[src/common/bdc_pkg.sv]
// package: timing, widths and state encoding for the backplane daisy-chain host
// How it works
// - master asserts page select for I/O page
// - arbitrator asserts grant to hand mastership
// - grant leaves arbitrator, reaches nearest device first
// - DMA transfers never disturb memory refresh; here a grant waits for refresh_busy low but is kept once out
// - address and data share sixteen lines
// - master drives address first, then data
// - processor acknowledges with data-input strobe together
package bdc_pkg;
  localparam int unsigned CLK_PERIOD_NS = 10;        // 100 MHz system clock
  localparam int unsigned DAL_W         = 16;        // shared address/data lines
  localparam int unsigned IO_ADDR_W     = 13;        // address bits inside the I/O page
  localparam int unsigned IRQ_LEVELS    = 4;         // request levels 4..7
  localparam int unsigned CNT_W         = 10;        // phase counter width
  // phase lengths in ns; counts round up as these are least times
  localparam int unsigned T_ADDR_NS     = 150;       // address setup on the lines
  localparam int unsigned T_DATA_NS     = 300;       // data phase length
  localparam int unsigned T_INIT_NS     = 10000;     // initialize pulse length
  localparam logic [CNT_W-1:0] ADDR_CYC = CNT_W'((T_ADDR_NS + CLK_PERIOD_NS - 1) / CLK_PERIOD_NS);
  localparam logic [CNT_W-1:0] DATA_CYC = CNT_W'((T_DATA_NS + CLK_PERIOD_NS - 1) / CLK_PERIOD_NS);
  localparam logic [CNT_W-1:0] INIT_CYC = CNT_W'((T_INIT_NS + CLK_PERIOD_NS - 1) / CLK_PERIOD_NS);
  localparam logic [DAL_W-1:0] DAL_IDLE = 16'hFFFF;  // released lines read high
  localparam logic             LINE_NEG = 1'b1;      // negated level of an active-low line
  // host sequencer states; idle is state 0
  typedef enum logic [2:0] {
    ST_IDLE,
    ST_INIT,
    ST_ADDR,
    ST_WRITE,
    ST_READ,
    ST_IAK,
    ST_GRANT
  } bdc_state_t;
endpackage : bdc_pkg

[src/verilog/bdc_host.sv]
// module: bus-master side of the daisy-chained backplane port
module bdc_host (
  input  wire logic                       clk,
  input  wire logic                       rst_n,
  input  wire logic                       clk_en,
  // user command port
  input  wire logic                       cmd_valid,
  output logic                            cmd_ready,
  input  wire logic                       cmd_write,
  input  wire logic                       cmd_io_page,
  input  wire logic [bdc_pkg::DAL_W-1:0]  cmd_addr,
  input  wire logic [bdc_pkg::DAL_W-1:0]  cmd_wdata,
  output logic                            rsp_valid,
  output logic                            rsp_is_vector,
  output logic      [bdc_pkg::DAL_W-1:0]  rsp_rdata,
  input  wire logic                       init_req,
  input  wire logic                       iak_enable,
  input  wire logic                       refresh_busy,
  output logic                            dma_granted,
  // backplane pins, active low except the active-high output enable
  output logic                            int_ack_chain_out_n,
  input  wire logic [bdc_pkg::IRQ_LEVELS-1:0] int_request_level_n,
  output logic                            io_page_select_n,
  output logic                            dma_grant_chain_out_n,
  input  wire logic                       dma_mastership_request_n,
  output logic                            bus_initialize_n,
  output logic                            data_input_strobe_n,
  input  wire logic [bdc_pkg::DAL_W-1:0]  shared_addr_data_lines_n_in,
  output logic      [bdc_pkg::DAL_W-1:0]  shared_addr_data_lines_n_out,
  output logic                            shared_addr_data_lines_n_oe
);
  localparam int unsigned SYNC_W = bdc_pkg::DAL_W + bdc_pkg::IRQ_LEVELS + 1;

  bdc_pkg::bdc_state_t              state_reg;   // sequencer state
  bdc_pkg::bdc_state_t              state_next;
  logic [bdc_pkg::CNT_W-1:0]        cnt_reg;     // cycles left in the phase
  logic [bdc_pkg::CNT_W-1:0]        cnt_next;
  logic [SYNC_W-1:0]                sync_q;      // synchronised pin inputs
  logic [bdc_pkg::DAL_W-1:0]        dal_in_s;    // lines, still active low
  logic [bdc_pkg::IRQ_LEVELS-1:0]   irq_s_n;     // request levels, active low
  logic                             dma_req;     // synced request, active high
  logic                             any_irq;
  logic                             cmd_take;
  logic                             phase_done;
  logic                             write_reg;   // latched command fields
  logic                             io_reg;
  logic [bdc_pkg::DAL_W-1:0]        addr_reg;
  logic [bdc_pkg::DAL_W-1:0]        wdata_reg;

  ////////////////////////////////////////////////////////////////////////////
  // every pin input crosses two flops before use
  bdc_sync #(
    .W       (SYNC_W),
    .RST_VAL ({SYNC_W{bdc_pkg::LINE_NEG}})
  ) u_sync (
    .clk    (clk),
    .rst_n  (rst_n),
    .clk_en (clk_en),
    .d      ({shared_addr_data_lines_n_in, int_request_level_n, dma_mastership_request_n}),
    .q      (sync_q)
  );

  assign dal_in_s   = sync_q[SYNC_W-1 -: bdc_pkg::DAL_W];
  assign irq_s_n    = sync_q[bdc_pkg::IRQ_LEVELS:1];
  assign dma_req    = ~sync_q[0];
  assign any_irq    = ~&irq_s_n;                      // some level 4..7 pulled low
  assign cmd_take   = cmd_valid && cmd_ready;
  assign phase_done = (cnt_reg == '0);

  ////////////////////////////////////////////////////////////////////////////
  // next-state logic; idle priority is initialize, command, grant, acknowledge
  always_comb begin
    state_next = state_reg;
    cnt_next   = (cnt_reg == '0) ? cnt_reg : cnt_reg - 1'b1;
    case (state_reg)
      bdc_pkg::ST_IDLE: begin
        if (init_req) begin
          state_next = bdc_pkg::ST_INIT;
          cnt_next   = bdc_pkg::INIT_CYC - 1'b1;
        end else if (cmd_take) begin
          state_next = bdc_pkg::ST_ADDR;              // address goes out first
          cnt_next   = bdc_pkg::ADDR_CYC - 1'b1;
        end else if (dma_req && !refresh_busy) begin
          state_next = bdc_pkg::ST_GRANT;             // grant held off during refresh
        end else if (iak_enable && any_irq) begin
          state_next = bdc_pkg::ST_IAK;
          cnt_next   = bdc_pkg::DATA_CYC - 1'b1;
        end
      end
      bdc_pkg::ST_INIT: begin
        if (phase_done) begin
          state_next = bdc_pkg::ST_IDLE;              // back to state 0
        end
      end
      bdc_pkg::ST_ADDR: begin
        if (phase_done) begin
          state_next = write_reg ? bdc_pkg::ST_WRITE : bdc_pkg::ST_READ;
          cnt_next   = bdc_pkg::DATA_CYC - 1'b1;
        end
      end
      bdc_pkg::ST_WRITE, bdc_pkg::ST_READ, bdc_pkg::ST_IAK: begin
        if (phase_done) begin
          state_next = bdc_pkg::ST_IDLE;
        end
      end
      bdc_pkg::ST_GRANT: begin
        // the chain owns the bus until the requester drops its request
        if (!dma_req) begin
          state_next = bdc_pkg::ST_IDLE;
        end
      end
      default: begin
        state_next = bdc_pkg::ST_IDLE;
      end
    endcase
  end

  ////////////////////////////////////////////////////////////////////////////
  // state and counter; reset walks through an initialize pulse
  always_ff @(posedge clk) begin
    if (!rst_n) begin
      state_reg <= bdc_pkg::ST_INIT;
      cnt_reg   <= bdc_pkg::INIT_CYC - 1'b1;
    end else if (clk_en) begin
      state_reg <= state_next;
      cnt_reg   <= cnt_next;
    end
  end

  ////////////////////////////////////////////////////////////////////////////
  // latch the command when it is taken; cleared on initialize
  always_ff @(posedge clk) begin
    if (!rst_n) begin
      write_reg <= 1'b0;
      io_reg    <= 1'b0;
      addr_reg  <= '0;
      wdata_reg <= '0;
    end else if (clk_en) begin
      if (state_reg == bdc_pkg::ST_INIT) begin
        write_reg <= 1'b0;
        io_reg    <= 1'b0;
        addr_reg  <= '0;
        wdata_reg <= '0;
      end else if (cmd_take && !init_req) begin
        write_reg <= cmd_write;
        io_reg    <= cmd_io_page;
        // inside the I/O page only the low thirteen bits carry address
        addr_reg  <= cmd_io_page ? {{(bdc_pkg::DAL_W - bdc_pkg::IO_ADDR_W){1'b0}},
                                    cmd_addr[bdc_pkg::IO_ADDR_W-1:0]} : cmd_addr;
        wdata_reg <= cmd_wdata;
      end
    end
  end

  ////////////////////////////////////////////////////////////////////////////
  // pin drivers, all registered from the next state so pins track state_reg
  always_ff @(posedge clk) begin
    if (!rst_n) begin
      bus_initialize_n             <= 1'b0;
      int_ack_chain_out_n          <= bdc_pkg::LINE_NEG;
      dma_grant_chain_out_n        <= bdc_pkg::LINE_NEG;
      io_page_select_n             <= bdc_pkg::LINE_NEG;
      data_input_strobe_n          <= bdc_pkg::LINE_NEG;
      shared_addr_data_lines_n_out <= bdc_pkg::DAL_IDLE;
      shared_addr_data_lines_n_oe  <= 1'b0;
      cmd_ready                    <= 1'b0;
      dma_granted                  <= 1'b0;
    end else if (clk_en) begin
      bus_initialize_n      <= (state_next != bdc_pkg::ST_INIT);
      // first link of the grant chain; the nearest device sees it first
      dma_grant_chain_out_n <= (state_next != bdc_pkg::ST_GRANT);
      dma_granted           <= (state_next == bdc_pkg::ST_GRANT);
      // acknowledge goes out with the data-input strobe
      int_ack_chain_out_n   <= (state_next != bdc_pkg::ST_IAK);
      data_input_strobe_n   <= !(state_next == bdc_pkg::ST_READ || state_next == bdc_pkg::ST_IAK);
      // page select framed over the whole cycle of an I/O access
      io_page_select_n      <= !(io_next_cycle(state_next) && io_next_page());
      cmd_ready             <= (state_next == bdc_pkg::ST_IDLE) && !init_req;
      // the sixteen lines carry address, then write data
      if (state_next == bdc_pkg::ST_ADDR) begin
        shared_addr_data_lines_n_out <= ~addr_next();
        shared_addr_data_lines_n_oe  <= 1'b1;
      end else if (state_next == bdc_pkg::ST_WRITE) begin
        shared_addr_data_lines_n_out <= ~wdata_reg;
        shared_addr_data_lines_n_oe  <= 1'b1;
      end else begin
        shared_addr_data_lines_n_out <= bdc_pkg::DAL_IDLE;
        shared_addr_data_lines_n_oe  <= 1'b0;
      end
    end
  end

  // command fields as they will stand next cycle (fresh on the take edge)
  function automatic logic io_next_page();
    io_next_page = cmd_take ? cmd_io_page : io_reg;
  endfunction : io_next_page

  function automatic logic [bdc_pkg::DAL_W-1:0] addr_next();
    if (cmd_take && cmd_io_page) begin
      addr_next = {{(bdc_pkg::DAL_W - bdc_pkg::IO_ADDR_W){1'b0}}, cmd_addr[bdc_pkg::IO_ADDR_W-1:0]};
    end else if (cmd_take) begin
      addr_next = cmd_addr;
    end else begin
      addr_next = addr_reg;
    end
  endfunction : addr_next

  function automatic logic io_next_cycle(input bdc_pkg::bdc_state_t s);
    io_next_cycle = (s == bdc_pkg::ST_ADDR) || (s == bdc_pkg::ST_WRITE) || (s == bdc_pkg::ST_READ);
  endfunction : io_next_cycle

  ////////////////////////////////////////////////////////////////////////////
  // read data or vector sampled on the last data cycle; one-cycle pulse
  always_ff @(posedge clk) begin
    if (!rst_n) begin
      rsp_valid     <= 1'b0;
      rsp_is_vector <= 1'b0;
      rsp_rdata     <= '0;
    end else if (clk_en) begin
      rsp_valid <= 1'b0;
      if (phase_done && (state_reg == bdc_pkg::ST_READ || state_reg == bdc_pkg::ST_IAK)) begin
        rsp_valid     <= 1'b1;
        rsp_is_vector <= (state_reg == bdc_pkg::ST_IAK);
        rsp_rdata     <= ~dal_in_s;                   // lines are active low
      end
    end
  end

  ////////////////////////////////////////////////////////////////////////////
  // checks on what this master drives
  a_iak_with_strobe: assert property (@(posedge clk) disable iff (!rst_n)
    !int_ack_chain_out_n |-> !data_input_strobe_n && !shared_addr_data_lines_n_oe)
    else $error("acknowledge out without data-input strobe");

  a_grant_needs_req: assert property (@(posedge clk) disable iff (!rst_n)
    $fell(dma_grant_chain_out_n) |-> $past(dma_req))
    else $error("grant asserted with no request pending");

  a_grant_refresh: assert property (@(posedge clk) disable iff (!rst_n)
    $fell(dma_grant_chain_out_n) |-> !$past(refresh_busy))
    else $error("grant issued during refresh");

  a_grant_bus_free: assert property (@(posedge clk) disable iff (!rst_n)
    !dma_grant_chain_out_n |-> !shared_addr_data_lines_n_oe && int_ack_chain_out_n && bus_initialize_n)
    else $error("master drives bus while grant is out");

  a_init_quiet: assert property (@(posedge clk) disable iff (!rst_n)
    !bus_initialize_n |-> dma_grant_chain_out_n && int_ack_chain_out_n && !shared_addr_data_lines_n_oe)
    else $error("bus activity during initialize");

  a_io_addr_low: assert property (@(posedge clk) disable iff (!rst_n)
    (state_reg == bdc_pkg::ST_ADDR && !io_page_select_n) |->
      shared_addr_data_lines_n_out[bdc_pkg::DAL_W-1:bdc_pkg::IO_ADDR_W] == '1)
    else $error("upper address bits set inside the I/O page");

  a_addr_before_data: assert property (@(posedge clk) disable iff (!rst_n)
    ($fell(data_input_strobe_n) && int_ack_chain_out_n) |-> $past(state_reg == bdc_pkg::ST_ADDR))
    else $error("read strobe without a preceding address phase");

  a_io_sel_framed: assert property (@(posedge clk) disable iff (!rst_n)
    !io_page_select_n |-> io_next_cycle(state_reg) && io_reg)
    else $error("page select outside an I/O page access");

  a_rsp_pulse: assert property (@(posedge clk) disable iff (!rst_n)
    (rsp_valid && clk_en) |=> !rsp_valid)
    else $error("response valid longer than one cycle");
endmodule : bdc_host

[src/verilog/bdc_sync.sv]
// module: two-stage synchroniser for a bundle of pin inputs
module bdc_sync #(
  parameter int unsigned     W       = 1,
  parameter logic [W-1:0]    RST_VAL = '1
) (
  input  wire logic         clk,
  input  wire logic         rst_n,
  input  wire logic         clk_en,
  input  wire logic [W-1:0] d,
  output logic      [W-1:0] q
);
  logic [W-1:0] meta_reg;  // first stage, read only by the second

  ////////////////////////////////////////////////////////////////////////////
  // two flops in series; reset to the negated (high) level of the lines
  always_ff @(posedge clk) begin
    if (!rst_n) begin
      meta_reg <= RST_VAL;
      q        <= RST_VAL;
    end else if (clk_en) begin
      meta_reg <= d;
      q        <= meta_reg;
    end
  end
endmodule : bdc_sync

[config.mk]
export PLATFORM = sky130hd
export DESIGN_NAME = bdc_host
export DESIGN_NICKNAME = d
export VERILOG_FILES = /design/src/common/bdc_pkg.sv /design/src/verilog/bdc_host.sv /design/src/verilog/bdc_sync.sv
export SDC_FILE = /design/constraint.sdc
export NUM_CORES = 1
export LEC_CHECK = 0
export BUFFER_PORTS_ARGS = -buffer_cell sky130_fd_sc_hd__buf_2
export CAP_MARGIN = 20
export CELL_PAD_IN_SITES_DETAIL_PLACEMENT = 1
export CELL_PAD_IN_SITES_GLOBAL_PLACEMENT = 1
export CORE_AREA = 10 10 129 131
export DETAILED_ROUTE_END_ITERATION = 10
export DIE_AREA = 0 0 139 141
export HOLD_SLACK_MARGIN = 0.1
export PLACE_DENSITY = 0.77
export SETUP_SLACK_MARGIN = 0.3
export SLEW_MARGIN = 30
export SYNTH_ARGS = -nofsm -noshare
export SYNTH_HDL_FRONTEND = slang
export SYNTH_SLANG_ARGS = --single-unit
[constraint.sdc]
create_clock -name clk -period 2.6 [get_ports clk]
set_clock_uncertainty 0.2 [all_clocks]
set_input_delay 0.26 -clock clk [delete_from_list [all_inputs] [get_ports clk]]
set_output_delay 0.26 -clock clk [all_outputs]
set_load 0.03 [all_outputs]
==> reports/metrics.csv, run 1 <==
stage,metric,value,unit
status,outcome,"complete, no violations",
yosys,synth_fp_nets,714,
final_layout,diodes,0,
yosys,synth_cell_type_count,58,
drt,dr.pass1.iters,5,
power_and_ir_drop,power.leakage,3.284,nW
setup_path,cp-start-kind,flip-flop,
drt,wl_met1,8701,um
clock_network,cts.path.max_buffers,2,
clock_network,htree_levels,4,
drt,vias,5857,
worst_hold_path,hold-path-cell-count,3,
yosys,syn_inst,649,
yosys,ys_seq_area_frac,0.4504,
timing,rsz0062_at_grt,true,
timing,hold_slack,204.6,ps
power_and_ir_drop,p_seq_frac,0.418,
setup_path,path_cells,inv_4 > ha_4 > nor4b_4 > buf_4 > buf_6 > a311oi_4 > a311oi_4 > buf_6 > clkbuf_16 > nand3_1 > a31oi_1,
setup_path,crit_arrival,2590,ps
grt,grt_antenna_before_repair,0,
clock_network,clk_latency,430,ps
clock_network,cts_root_buf,clkbuf_16,
final_layout,fillCellCount,1626,
setup_path,crit_path_top_delay_cell,dfxtp_4,
placed_design,dp_hpwl,12350,um
floorplanning,ios,104,
drt,drc,0,
grt,grt_max_degree,48,
placed_design,postPlaceCellArea,0.006536,mm^2
drt,wl_met3,1418,um
timing,setup_viol,0,
timing,report.final.slew_viol_count,0,
grt,grt_pass1_wl,31980,um
drt,wl_met2,11990,um
timing,slew_headroom,0.4760,
final_layout,multiInputGateArea,0.003085,mm^2
grt,grt_pass1_vias,6089,
final_layout,final_cell_mix,"dfxtp_1, buf_2, nand2_1",
timing,fmax,0.4080,GHz
grt,grt_overflow,0,
grt,grt_usage,0.1980,
final_layout,syn2layout_area_growth,40.61,%
timing,timing.setup.tns,0,ps
floorplanning,core.rowCount,44,
final_layout,fin_util,0.5765,
power_and_ir_drop,p_switching,1.476,mW
yosys,synth-seq-cells,131,
drt,top_layer,met4,
worst_hold_path,holdCritPathClass,in -> reg,
yosys,synth_warnings,0,
floorplanning,dieArea,0.01960,mm^2
power_and_ir_drop,ir_worst_vdd,0.4658,mV
clock_network,clkSinkCount,131,
drt,wl_per_cell,22.26,um
floorplanning,die_w,139,um
setup_path,end_kind,flip-flop,
yosys,ys.flop_type,dfxtp_1,
clock_network,clk_pin_slew_worst_paths,60,ps
floorplanning,start_util,0.4100,
final_layout,fin_nets,892,
final_layout,final_area,0.008188,mm^2
yosys,synth-edff-count,0,
setup_path,reg2regPathDepth,11,
drt,drt_iter0_markers,328,
setup_path,critical_path.max_stage_delay,360,ps
floorplanning,core,0.01420,mm^2
drt,routed_via_density,5.720,
yosys,ys_async_sr_fraction,0,
final_layout,seq_area,0.002639,mm^2
final_layout,drive_above_1_share,0.2833,
power_and_ir_drop,p_sw_frac,0.2892,
final_layout,layout_commonest_cell,dfxtp_1,
power_and_ir_drop,p_int,3.628,mW
timing,worst_slew_pin_slew,778.8,ps
timing,fin_crit,2451,ps
drt,drt-total-wl,22800,um
floorplanning,die_h,141,um
setup_path,worstPathRequired,2740,ps
yosys,syn_area_per_cell,8.972,um^2
power_and_ir_drop,powerDensity,623.3,mW/mm^2
drt,ant_nets,0,
placed_design,port_buffers,103,
timing,period_share,0.9427,
flow_run,max_cap_violations,0,
yosys,synth_area,0.005823,mm^2
timing,finalHoldViolations,0,
setup_path,crit_fanout,8,
placed_design,routabilityCongestion,0.8785,
power_and_ir_drop,clock_power_share,0.443,
clock_network,numCtsBuffers,17,
power_and_ir_drop,pwr-share-comb,0.139,
setup_path,path_class,reg -> reg,
clock_network,cts_tree,built,
-- logic make-up after synthesis --
logic type,Yosys count,synth area share
AO/OA/AOI/OAI,150,0.1865
adder cells (fa/ha/maj),3,0.006447
buffers and inverters,60,0.05049
flip-flops,131,0.4504
multiplexers,59,0.1040
AND/OR/NAND/NOR,246,0.2022
-- metrics by stage --
step	instances	setup slack (ps)	power (mW)
floorplan	649	301.5	2.492
global placement	907	177.7	2.638
detailed placement	907	85.99	2.671
CTS	999	303.2	4.979
global route	1024	84.57	5.284
finish	1024	149.0	5.103
-- path summary, 6_finish.rpt --
path                             startpoint                                           end  slack [ps]
setup / recovery    cnt_reg[1]$_SDFFE_PN1P_  shared_addr_data_lines_n_out[4]$_SDFFE_PN1P_         150
hold / removal                       clk_en                       cnt_reg[6]$_SDFFE_PN1P_         200
setup reg to reg    cnt_reg[1]$_SDFFE_PN1P_  shared_addr_data_lines_n_out[4]$_SDFFE_PN1P_         150
hold reg to reg   u_sync.q[18]$_SDFFE_PN1P_                    rsp_rdata[13]$_SDFFE_PN0P_         250
-- layer usage --
metal | GRT usage | vias up
li1 | - | 2683
met1 | 0.2154 | 2877
met2 | 0.3517 | 240
met3 | 0.05173 | 57
met4 | 0.09281 | 0
met5 | 0 | -
-- synthesized netlist by cell type (all sizes together) (2+ instances only) --
cell / n / area [um^2]
a2111oi: 2 / 36.29
a211o: 2 / 17.52
a211oi: 19 / 212.7
a21o: 17 / 127.6
a21oi: 46 / 230.2
a221o: 3 / 30.03
a311oi: 2 / 23.77
a31oi: 19 / 118.9
and2: 4 / 25.02
and3: 4 / 25.02
buf: 24 / 151.4
clkbuf: 28 / 105.1
dfxtp: 131 / 2623
ha: 3 / 37.54
inv: 7 / 33.78
mux2: 2 / 22.52
mux2i: 57 / 583.1
nand2: 88 / 330.3
nand2b: 4 / 25.02
nand3: 50 / 250.2
nand4: 5 / 31.28
nand4b: 3 / 26.28
nor2: 55 / 206.5
nor2b: 4 / 25.02
nor3: 10 / 77.57
nor3b: 3 / 22.52
nor4: 3 / 18.77
nor4b: 2 / 32.53
nor4bb: 2 / 20.02
o211ai: 3 / 22.52
o21a: 4 / 30.03
o21ai: 19 / 95.09
o221ai: 2 / 17.52
o41ai: 4 / 35.03
or2: 2 / 12.51
or3: 4 / 25.02
or4: 2 / 15.01
-- power by group through the flow --
stage / logic [mW] / registers, mW / clock network, mW
2_1_floorplan: 0.333 / 2.16 / 0
3_3_place_gp: 0.474 / 2.16 / 0
3_5_place_dp: 0.501 / 2.17 / 0
4_1_cts: 0.590 / 2.13 / 2.26
5_1_grt: 0.759 / 2.14 / 2.39
6_report: 0.712 / 2.13 / 2.26
-- worst max-delay path: cells and delay by family, from the launching register on --
kind,cells,cell delay (ps)
DFF,1,360
buffers and inverters,5,690
adders and majority gates,1,110
AOI/OAI and AO/OA,3,660
and+or+nand+nor,2,340
-- what timing repair did --
item / 4_1_cts / 5_1_grt
gates cloned: 0 / 4
endpoints found under the hold margin: 76 / 0
endpoints found under the setup margin: 45 / 46
hold buffers: 57 / 0
buffers inserted: 3 / 21
pin swaps: 4 / 23
gates resized for setup: 21 / 34
-- area by class of cell --
type,count,share of cell area
inverter,8,0.005196
tap,184,0.02812
clock buffer,17,0.05196
clock inverter,15,0.01482
sequential,131,0.3223
multi-input combinational,458,0.3768
timing repair buffer,211,0.2008
(Power assumes the default switching activity.)
==> inputs of run 2 (changes only) <==
--- a/config.mk
+++ b/config.mk
@@ -5,15 +5,16 @@
 export SDC_FILE = /design/constraint.sdc
 export NUM_CORES = 1
 export LEC_CHECK = 0
+export ABC_AREA = 1
 export BUFFER_PORTS_ARGS = -buffer_cell sky130_fd_sc_hd__buf_2
 export CAP_MARGIN = 20
 export CELL_PAD_IN_SITES_DETAIL_PLACEMENT = 1
 export CELL_PAD_IN_SITES_GLOBAL_PLACEMENT = 1
-export CORE_AREA = 10 10 129 131
+export CORE_AREA = 5 5 128 130
 export DETAILED_ROUTE_END_ITERATION = 10
-export DIE_AREA = 0 0 139 141
+export DIE_AREA = 0 0 133 135
 export HOLD_SLACK_MARGIN = 0.1
-export PLACE_DENSITY = 0.77
+export PLACE_DENSITY = 0.76
 export SETUP_SLACK_MARGIN = 0.3
 export SLEW_MARGIN = 30
 export SYNTH_ARGS = -nofsm -noshare
==> constraint.sdc (replaced) <==
create_clock -name clk -period 2.4 [get_ports clk]
set_clock_uncertainty 0.2 [all_clocks]
set_input_delay 0.24 -clock clk [delete_from_list [all_inputs] [get_ports clk]]
set_output_delay 0.24 -clock clk [all_outputs]
set_load 0.03 [all_outputs]
==> reports/metrics.csv, run 2 <==
stage,metric,value,unit
timing,slew_headroom,0.5451,
flow_run,max_cap_violations,0,
clock_network,cts.path.max_buffers,2,
drt,drc,0,
clock_network,numCtsBuffers,17,
timing,period_share,0.8660,
drt,routed_via_density,5.187,
timing,fin_crit,2078,ps
timing,rsz0062_at_grt,true,
setup_path,worstReg2RegStart,cnt_reg[1]$_SDFFE_PN1P_,
clock_network,clkSinkCount,131,
grt,grt_pass1_vias,6122,
final_layout,layout_commonest_cell,nand2_1,
drt,dr.pass1.iters,4,
yosys,yosysMostFrequentCell,nand2_1,
yosys,ys_seq_area_frac,0.4465,
drt,vias,6012,
grt,grt_pass1_wl,30860,um
floorplanning,dieArea,0.01796,mm^2
timing,setup_viol,0,
yosys,synth_area_leaders,"dfxtp_1, nand2_1, nand3_1, a21oi_1, o21ai_0",
yosys,synth_top_area_cell,dfxtp_1,
yosys,synth-seq-cells,131,
power_and_ir_drop,power.leakage,3.731,nW
yosys,syn_inst,801,
worst_hold_path,holdCritPathClass,in -> reg,
placed_design,dp_slack,79.69,ps
timing,finalHoldViolations,0,
power_and_ir_drop,ir_worst_vdd,0.5403,mV
yosys,synth_commonest_cells,"nand2_1, dfxtp_1, nand3_1, a21oi_1, o21ai_0",
yosys,synth-edff-count,0,
yosys,synth_area,0.005873,mm^2
final_layout,multiInputGateArea,0.002930,mm^2
setup_path,r2r-end,shared_addr_data_lines_n_out[0]$_SDFFE_PN1P_,
timing,report.final.slew_viol_count,0,
yosys,synth_warnings,0,
setup_path,path_class,reg -> reg,
placed_design,port_buffers,103,
floorplanning,ios,104,
final_layout,fin_nets,1025,
drt,wl_per_cell,16.97,um
drt,drt_iter0_markers,395,
setup_path,worstPathRequired,2500,ps
grt,grt_antenna_before_repair,0,
yosys,syn_area_per_cell,7.332,um^2
yosys,synth_fp_nets,866,
clock_network,cts_tree,built,
status,outcome,"complete, no violations",
placed_design,dp_hpwl,12520,um
final_layout,final_cell_mix,"nand2_1, dfxtp_1, buf_2",
worst_hold_path,hold-path-cell-count,4,
final_layout,diodes,0,
drt,drt-total-wl,19670,um
floorplanning,die_w,133,um
yosys,ys_async_sr_fraction,0,
setup_path,cp-start-kind,flip-flop,
final_layout,syn2layout_area_growth,36.77,%
clock_network,cts_root_buf,clkbuf_16,
worst_hold_path,holdPathEnd,addr_reg[11]$_SDFFE_PN0P_,
drt,ant_nets,0,
grt,grt_overflow,0,
yosys,synth_cell_type_count,40,
placed_design,routabilityCongestion,0.8416,
floorplanning,core.rowCount,45,
clock_network,htree_levels,4,
timing,fin_ws,321.7,ps
placed_design,place_inst,1054,
floorplanning,core,0.01503,mm^2
clock_network,clk_latency,420,ps
setup_path,reg2regPathDepth,13,
final_layout,seq_area,0.002635,mm^2
floorplanning,die_h,135,um
final_layout,fin_util,0.5343,
final_layout,drive_above_1_share,0.2503,
floorplanning,start_util,0.3907,
final_layout,fillCellCount,1823,
timing,timing.setup.tns,0,ps
yosys,synth_top_area_frac,0.4465,
setup_path,end_kind,flip-flop,
clock_network,clk_pin_slew_worst_paths,60,ps
worst_hold_path,holdCritStartpoint,rst_n,
timing,fmax,0.4812,GHz
yosys,ys.flop_type,dfxtp_1,
final_layout,instances_no_fill,1159,
setup_path,crit_fanout,8,
timing,worst_slew_pin_slew,682.3,ps
setup_path,r2r_setup_slack,320,ps
grt,grt_usage,0.2109,
grt,grt_max_degree,67,
power_and_ir_drop,powerDensity,760.0,mW/mm^2
setup_path,crit_arrival,2180,ps
==> run 2: how the worst max path moves through the flow <==
stage / from / endpoint / depth (start not counted)
after floorplan: cnt_reg[0]$_SDFFE_PN1P_ / cnt_reg[0]$_SDFFE_PN1P_ / 11
after global placement: cnt_reg[0]$_SDFFE_PN1P_ / dma_grant_chain_out_n$_SDFFE_PN1P_ / 11
after detailed placement: cnt_reg[0]$_SDFFE_PN1P_ / dma_granted$_SDFFE_PN0P_ / 13
after CTS: cnt_reg[0]$_SDFFE_PN1P_ / cnt_reg[0]$_SDFFE_PN1P_ / 10
after global routing: cnt_reg[9]$_SDFFE_PN1P_ / shared_addr_data_lines_n_out[0]$_SDFFE_PN1P_ / 12
final: cnt_reg[1]$_SDFFE_PN1P_ / shared_addr_data_lines_n_out[0]$_SDFFE_PN1P_ / 13
==> run 2: layout make-up <==
type,count,area share
Multi-Input combinational cell,571,0.3648
Sequential cell,131,0.3280
Timing Repair Buffer,191,0.1720
Clock buffer,21,0.05857
Tap cell,188,0.02928
Inverter,46,0.02383
Clock inverter,9,0.02212
Timing Repair inverter,2,0.001402
==> run 2: per-stage QoR <==
step                power [mW]  instance area [um^2]  hold slack, ps
floorplan                2.896                  5873           166.3
global placement         3.096                  6494           239.0
detailed placement       3.131                  6494           244.8
CTS                      6.071                  7764           101.1
global route             6.342                  8033           173.9
finish                   6.105                  8033           151.6
==> run 2: worst max-delay path: stages, from the launching register on <==
cell and delay, ps:
dfxtp_2 330, inv_2 90, ha_4 130, nand2_2 60, nor2_4 200, nand2_4 100
nand2_1 90, nand3_2 90, nand2_4 160, nand3_4 170, inv_8 120, nand2_1 90
nand2_1 80, nand2_1 50
==> run 2: what timing repair did <==
| item | CTS | global route |
|---|---|---|
| resized for setup | 11 | 47 |
| endpoints found under the setup margin | 39 | 43 |
| cloned | 2 | 3 |
| hold buffers | 55 | 0 |
| setup buffers | 4 | 11 |
| hold endpoints to repair | 68 | 0 |
| pin swaps | 3 | 12 |
==> run 2: cell families (layout without fill, tap and decap cells) <==
| group | count (synthesis) | after routing | synth area share |
|---|---|---|---|
| flops | 131 | 131 | 0.4465 |
| buf+inv | 100 | 269 | 0.07499 |
| simple gates | 412 | 413 | 0.3130 |
| xor+xnor | 4 | 4 | 0.005966 |
| compound gates | 151 | 151 | 0.1532 |
| fa+ha+maj | 3 | 3 | 0.006392 |
==> run 2: where the power goes <==
group / switching, mW / total, mW / internal, mW / leakage [nW]
registers: 0.0803 / 2.38 / 2.30 / 1.08
clock network: 0.948 / 2.86 / 1.91 / 0.319
logic: 0.531 / 0.859 / 0.328 / 2.33
total: 1.56 / 6.10 / 4.54 / 3.73
==> run 2: per-layer routing <==
| metal | vias to the layer above | wire length (um) | global-route usage |
|---|---|---|---|
| met5 | - | 0 | 0 |
| met2 | 123 | 9615 | 0.3615 |
| met1 | 2910 | 9027 | 0.2755 |
| li1 | 2953 | - | - |
| met4 | 0 | 203 | 0.05370 |
| met3 | 26 | 820 | 0.03726 |
==> inputs of run 3 (changes only) <==
--- a/config.mk
+++ b/config.mk
@@ -10,11 +10,11 @@
 export CAP_MARGIN = 20
 export CELL_PAD_IN_SITES_DETAIL_PLACEMENT = 1
 export CELL_PAD_IN_SITES_GLOBAL_PLACEMENT = 1
-export CORE_AREA = 5 5 128 130
+export CORE_AREA = 5 5 123 125
 export DETAILED_ROUTE_END_ITERATION = 10
-export DIE_AREA = 0 0 133 135
+export DIE_AREA = 0 0 128 130
 export HOLD_SLACK_MARGIN = 0.1
-export PLACE_DENSITY = 0.76
+export PLACE_DENSITY = 0.81
 export SETUP_SLACK_MARGIN = 0.3
 export SLEW_MARGIN = 30
 export SYNTH_ARGS = -nofsm -noshare
==> constraint.sdc (replaced) <==
create_clock -name clk -period 2.6 [get_ports clk]
set_clock_uncertainty 0.2 [all_clocks]
set_input_delay 0.26 -clock clk [delete_from_list [all_inputs] [get_ports clk]]
set_output_delay 0.26 -clock clk [all_outputs]
set_load 0.03 [all_outputs]
==> reports/metrics.csv, run 3 (synthesis gave the netlist of run 2 again) <==
stage,metric,value,unit
final_layout,final_area,0.007724,mm^2
grt,grt_usage,0.2455,
final_layout,seq_area,0.002624,mm^2
worst_hold_path,holdPathEnd,cnt_reg[4]$_SDFFE_PN0P_,
power_and_ir_drop,powerDensity,674.9,mW/mm^2
placed_design,dp_hpwl,12180,um
clock_network,cts_root_buf,clkbuf_16,
setup_path,worstReg2RegStart,cnt_reg[0]$_SDFFE_PN1P_,
floorplanning,core.rowCount,43,
setup_path,r2r-end,shared_addr_data_lines_n_out[11]$_SDFFE_PN1P_,
timing,report.final.slew_viol_count,0,
clock_network,clk_pin_slew_worst_paths,60,ps
grt,grt_pass1_wl,32520,um
floorplanning,die_h,130,um
final_layout,fillCellCount,1742,
clock_network,clk_latency,410,ps
drt,wl_per_cell,17.43,um
power_and_ir_drop,power.leakage,3.584,nW
setup_path,r2r_setup_slack,410,ps
timing,worst_slew_pin_slew,747.1,ps
worst_hold_path,holdCritPathClass,in -> reg,
floorplanning,die_w,128,um
placed_design,routabilityCongestion,0.8723,
timing,fin_crit,2194,ps
grt,grt_pass1_vias,6477,
status,outcome,"complete, no violations",
grt,grt_antenna_before_repair,1,
setup_path,path_cells,inv_1 > ha_1 > nand2_1 > nor2_4 > nand2_4 > nand2_1 > nand3_2 > nand2_8 > nand3_4 > inv_8 > nand2_2 > nand2_1 > nand2_1,
timing,rsz0062_at_grt,true,
placed_design,dp_slack,319.5,ps
timing,timing.setup.tns,0,ps
drt,dr.pass1.iters,5,
setup_path,crit_path_top_delay_cell,dfxtp_1,
timing,fmax,0.4558,GHz
floorplanning,start_util,0.4264,
power_and_ir_drop,total_power,5.213,mW
final_layout,drive_above_1_share,0.1969,
placed_design,postPlaceCellArea,0.006464,mm^2
setup_path,path_buf_inv,2,
setup_path,crit_fanout,16,
setup_path,worstPathRequired,2710,ps
power_and_ir_drop,ir_worst_vdd,0.4445,mV
flow_run,max_cap_violations,0,
setup_path,path_class,reg -> reg,
final_layout,multiInputGateArea,0.002828,mm^2
final_layout,syn2layout_area_growth,31.51,%
drt,ant_nets,0,
grt,grt_max_degree,70,
final_layout,layout_commonest_cell,nand2_1,
clock_network,clkSinkCount,131,
drt,drt_iter0_markers,414,
drt,drt-total-wl,19890,um
timing,slew_headroom,0.5020,
clock_network,htree_levels,4,
clock_network,cts_tree,built,
worst_hold_path,holdCritStartpoint,clk_en,
drt,drc,0,
worst_hold_path,hold-path-cell-count,4,
setup_path,crit_arrival,2300,ps
timing,setup_viol,0,
floorplanning,core,0.01377,mm^2
final_layout,instances_no_fill,1141,
grt,grt_overflow,0,
floorplanning,ios,104,
setup_path,end_kind,flip-flop,
floorplanning,dieArea,0.01664,mm^2
final_layout,fin_nets,1013,
timing,period_share,0.8437,
drt,routed_via_density,5.335,
clock_network,cts.path.max_buffers,2,
timing,finalHoldViolations,0,
drt,vias,6087,
clock_network,numCtsBuffers,17,
placed_design,port_buffers,103,
setup_path,critPathTopFamily,simple AND/OR/NAND/NOR gates,
setup_path,cp-start-kind,flip-flop,
setup_path,critical_path.max_stage_delay,330,ps
final_layout,final_cell_mix,"nand2_1, dfxtp_1, buf_2",
timing,fin_ws,406.3,ps
setup_path,reg2regPathDepth,13,
placed_design,place_inst,1040,
setup_path,crit_path_frequent_cell,nand2_1,
## run 3: changes by cell type in the layout (fill, tap and decap cells not counted), sizes merged
cell and change:
nand2 -1, inv -1, clkinv +4, bufinv -3
dlygate4sd3 +11, buf -18, diode +1, clkbuf -3
## run 3: what timing repair did
action                                  in CTS  in global routing
setup buffers                                0                  3
endpoints found under the setup margin       2                 16
hold buffers                                66                  0
gates resized for setup                      1                  7
hold endpoints to repair                    79                  0
pin swaps                                    0                  1
## run 3: worst reg2reg max path, cell delays in order (launching register included)
cell	delay, ps
dfxtp_1	330
inv_1	110
ha_1	150
nand2_1	80
nor2_4	170
nand2_4	140
nand2_1	110
nand3_2	130
nand2_8	160
nand3_4	150
inv_8	150
nand2_2	70
nand2_1	90
nand2_1	60
## run 3: worst max path at each step
stage                              start                                             to  slack [ps]  cells after the start
2_1_floorplan    cnt_reg[0]$_SDFFE_PN1P_                        cnt_reg[0]$_SDFFE_PN1P_         650                     11
3_3_place_gp     cnt_reg[0]$_SDFFE_PN1P_                       dma_granted$_SDFFE_PN0P_         420                     12
3_5_place_dp     cnt_reg[0]$_SDFFE_PN1P_   shared_addr_data_lines_n_out[8]$_SDFFE_PN1P_         320                     13
4_1_cts        state_reg[0]$_SDFFE_PN1P_   shared_addr_data_lines_n_out[2]$_SDFFE_PN1P_         360                     11
5_1_grt          cnt_reg[1]$_SDFFE_PN1P_  shared_addr_data_lines_n_out[11]$_SDFFE_PN1P_         270                     13
6_report         cnt_reg[0]$_SDFFE_PN1P_  shared_addr_data_lines_n_out[11]$_SDFFE_PN1P_         410                     13
## run 3: metrics by stage
step | util | hold WS (ps)
2_1_floorplan | - | 186.3
3_3_place_gp | 0.4693 | 238.1
3_5_place_dp | 0.4693 | 244.4
4_1_cts | 0.5576 | 111.0
5_1_grt | 0.5608 | 132.6
6_report | 0.5608 | 122.9
## run 3: power by group
part	total, mW	switching [mW]	leakage [nW]	internal, mW
clock network	2.26	0.867	0.269	1.39
logic	0.752	0.473	2.24	0.279
registers	2.20	0.0754	1.08	2.12
## run 3: cell type report
cell class | count | share of cell area
Multi-Input combinational cell | 570 | 0.3661
Sequential cell | 131 | 0.3397
Timing Repair Buffer | 182 | 0.1698
Clock buffer | 20 | 0.05654
Tap cell | 180 | 0.02916
Inverter | 46 | 0.02365
Clock inverter | 11 | 0.01474
Antenna cell | 1 | 0.0003240
## run 3: per-layer routing
layer  track usage  part of all wire  vias up
li1              -                 -     2927
met2        0.4344              0.51      164
met3       0.05076             0.046       44
met5             0                 0        -
met1        0.2915              0.42     2952
met4       0.09925             0.028        0
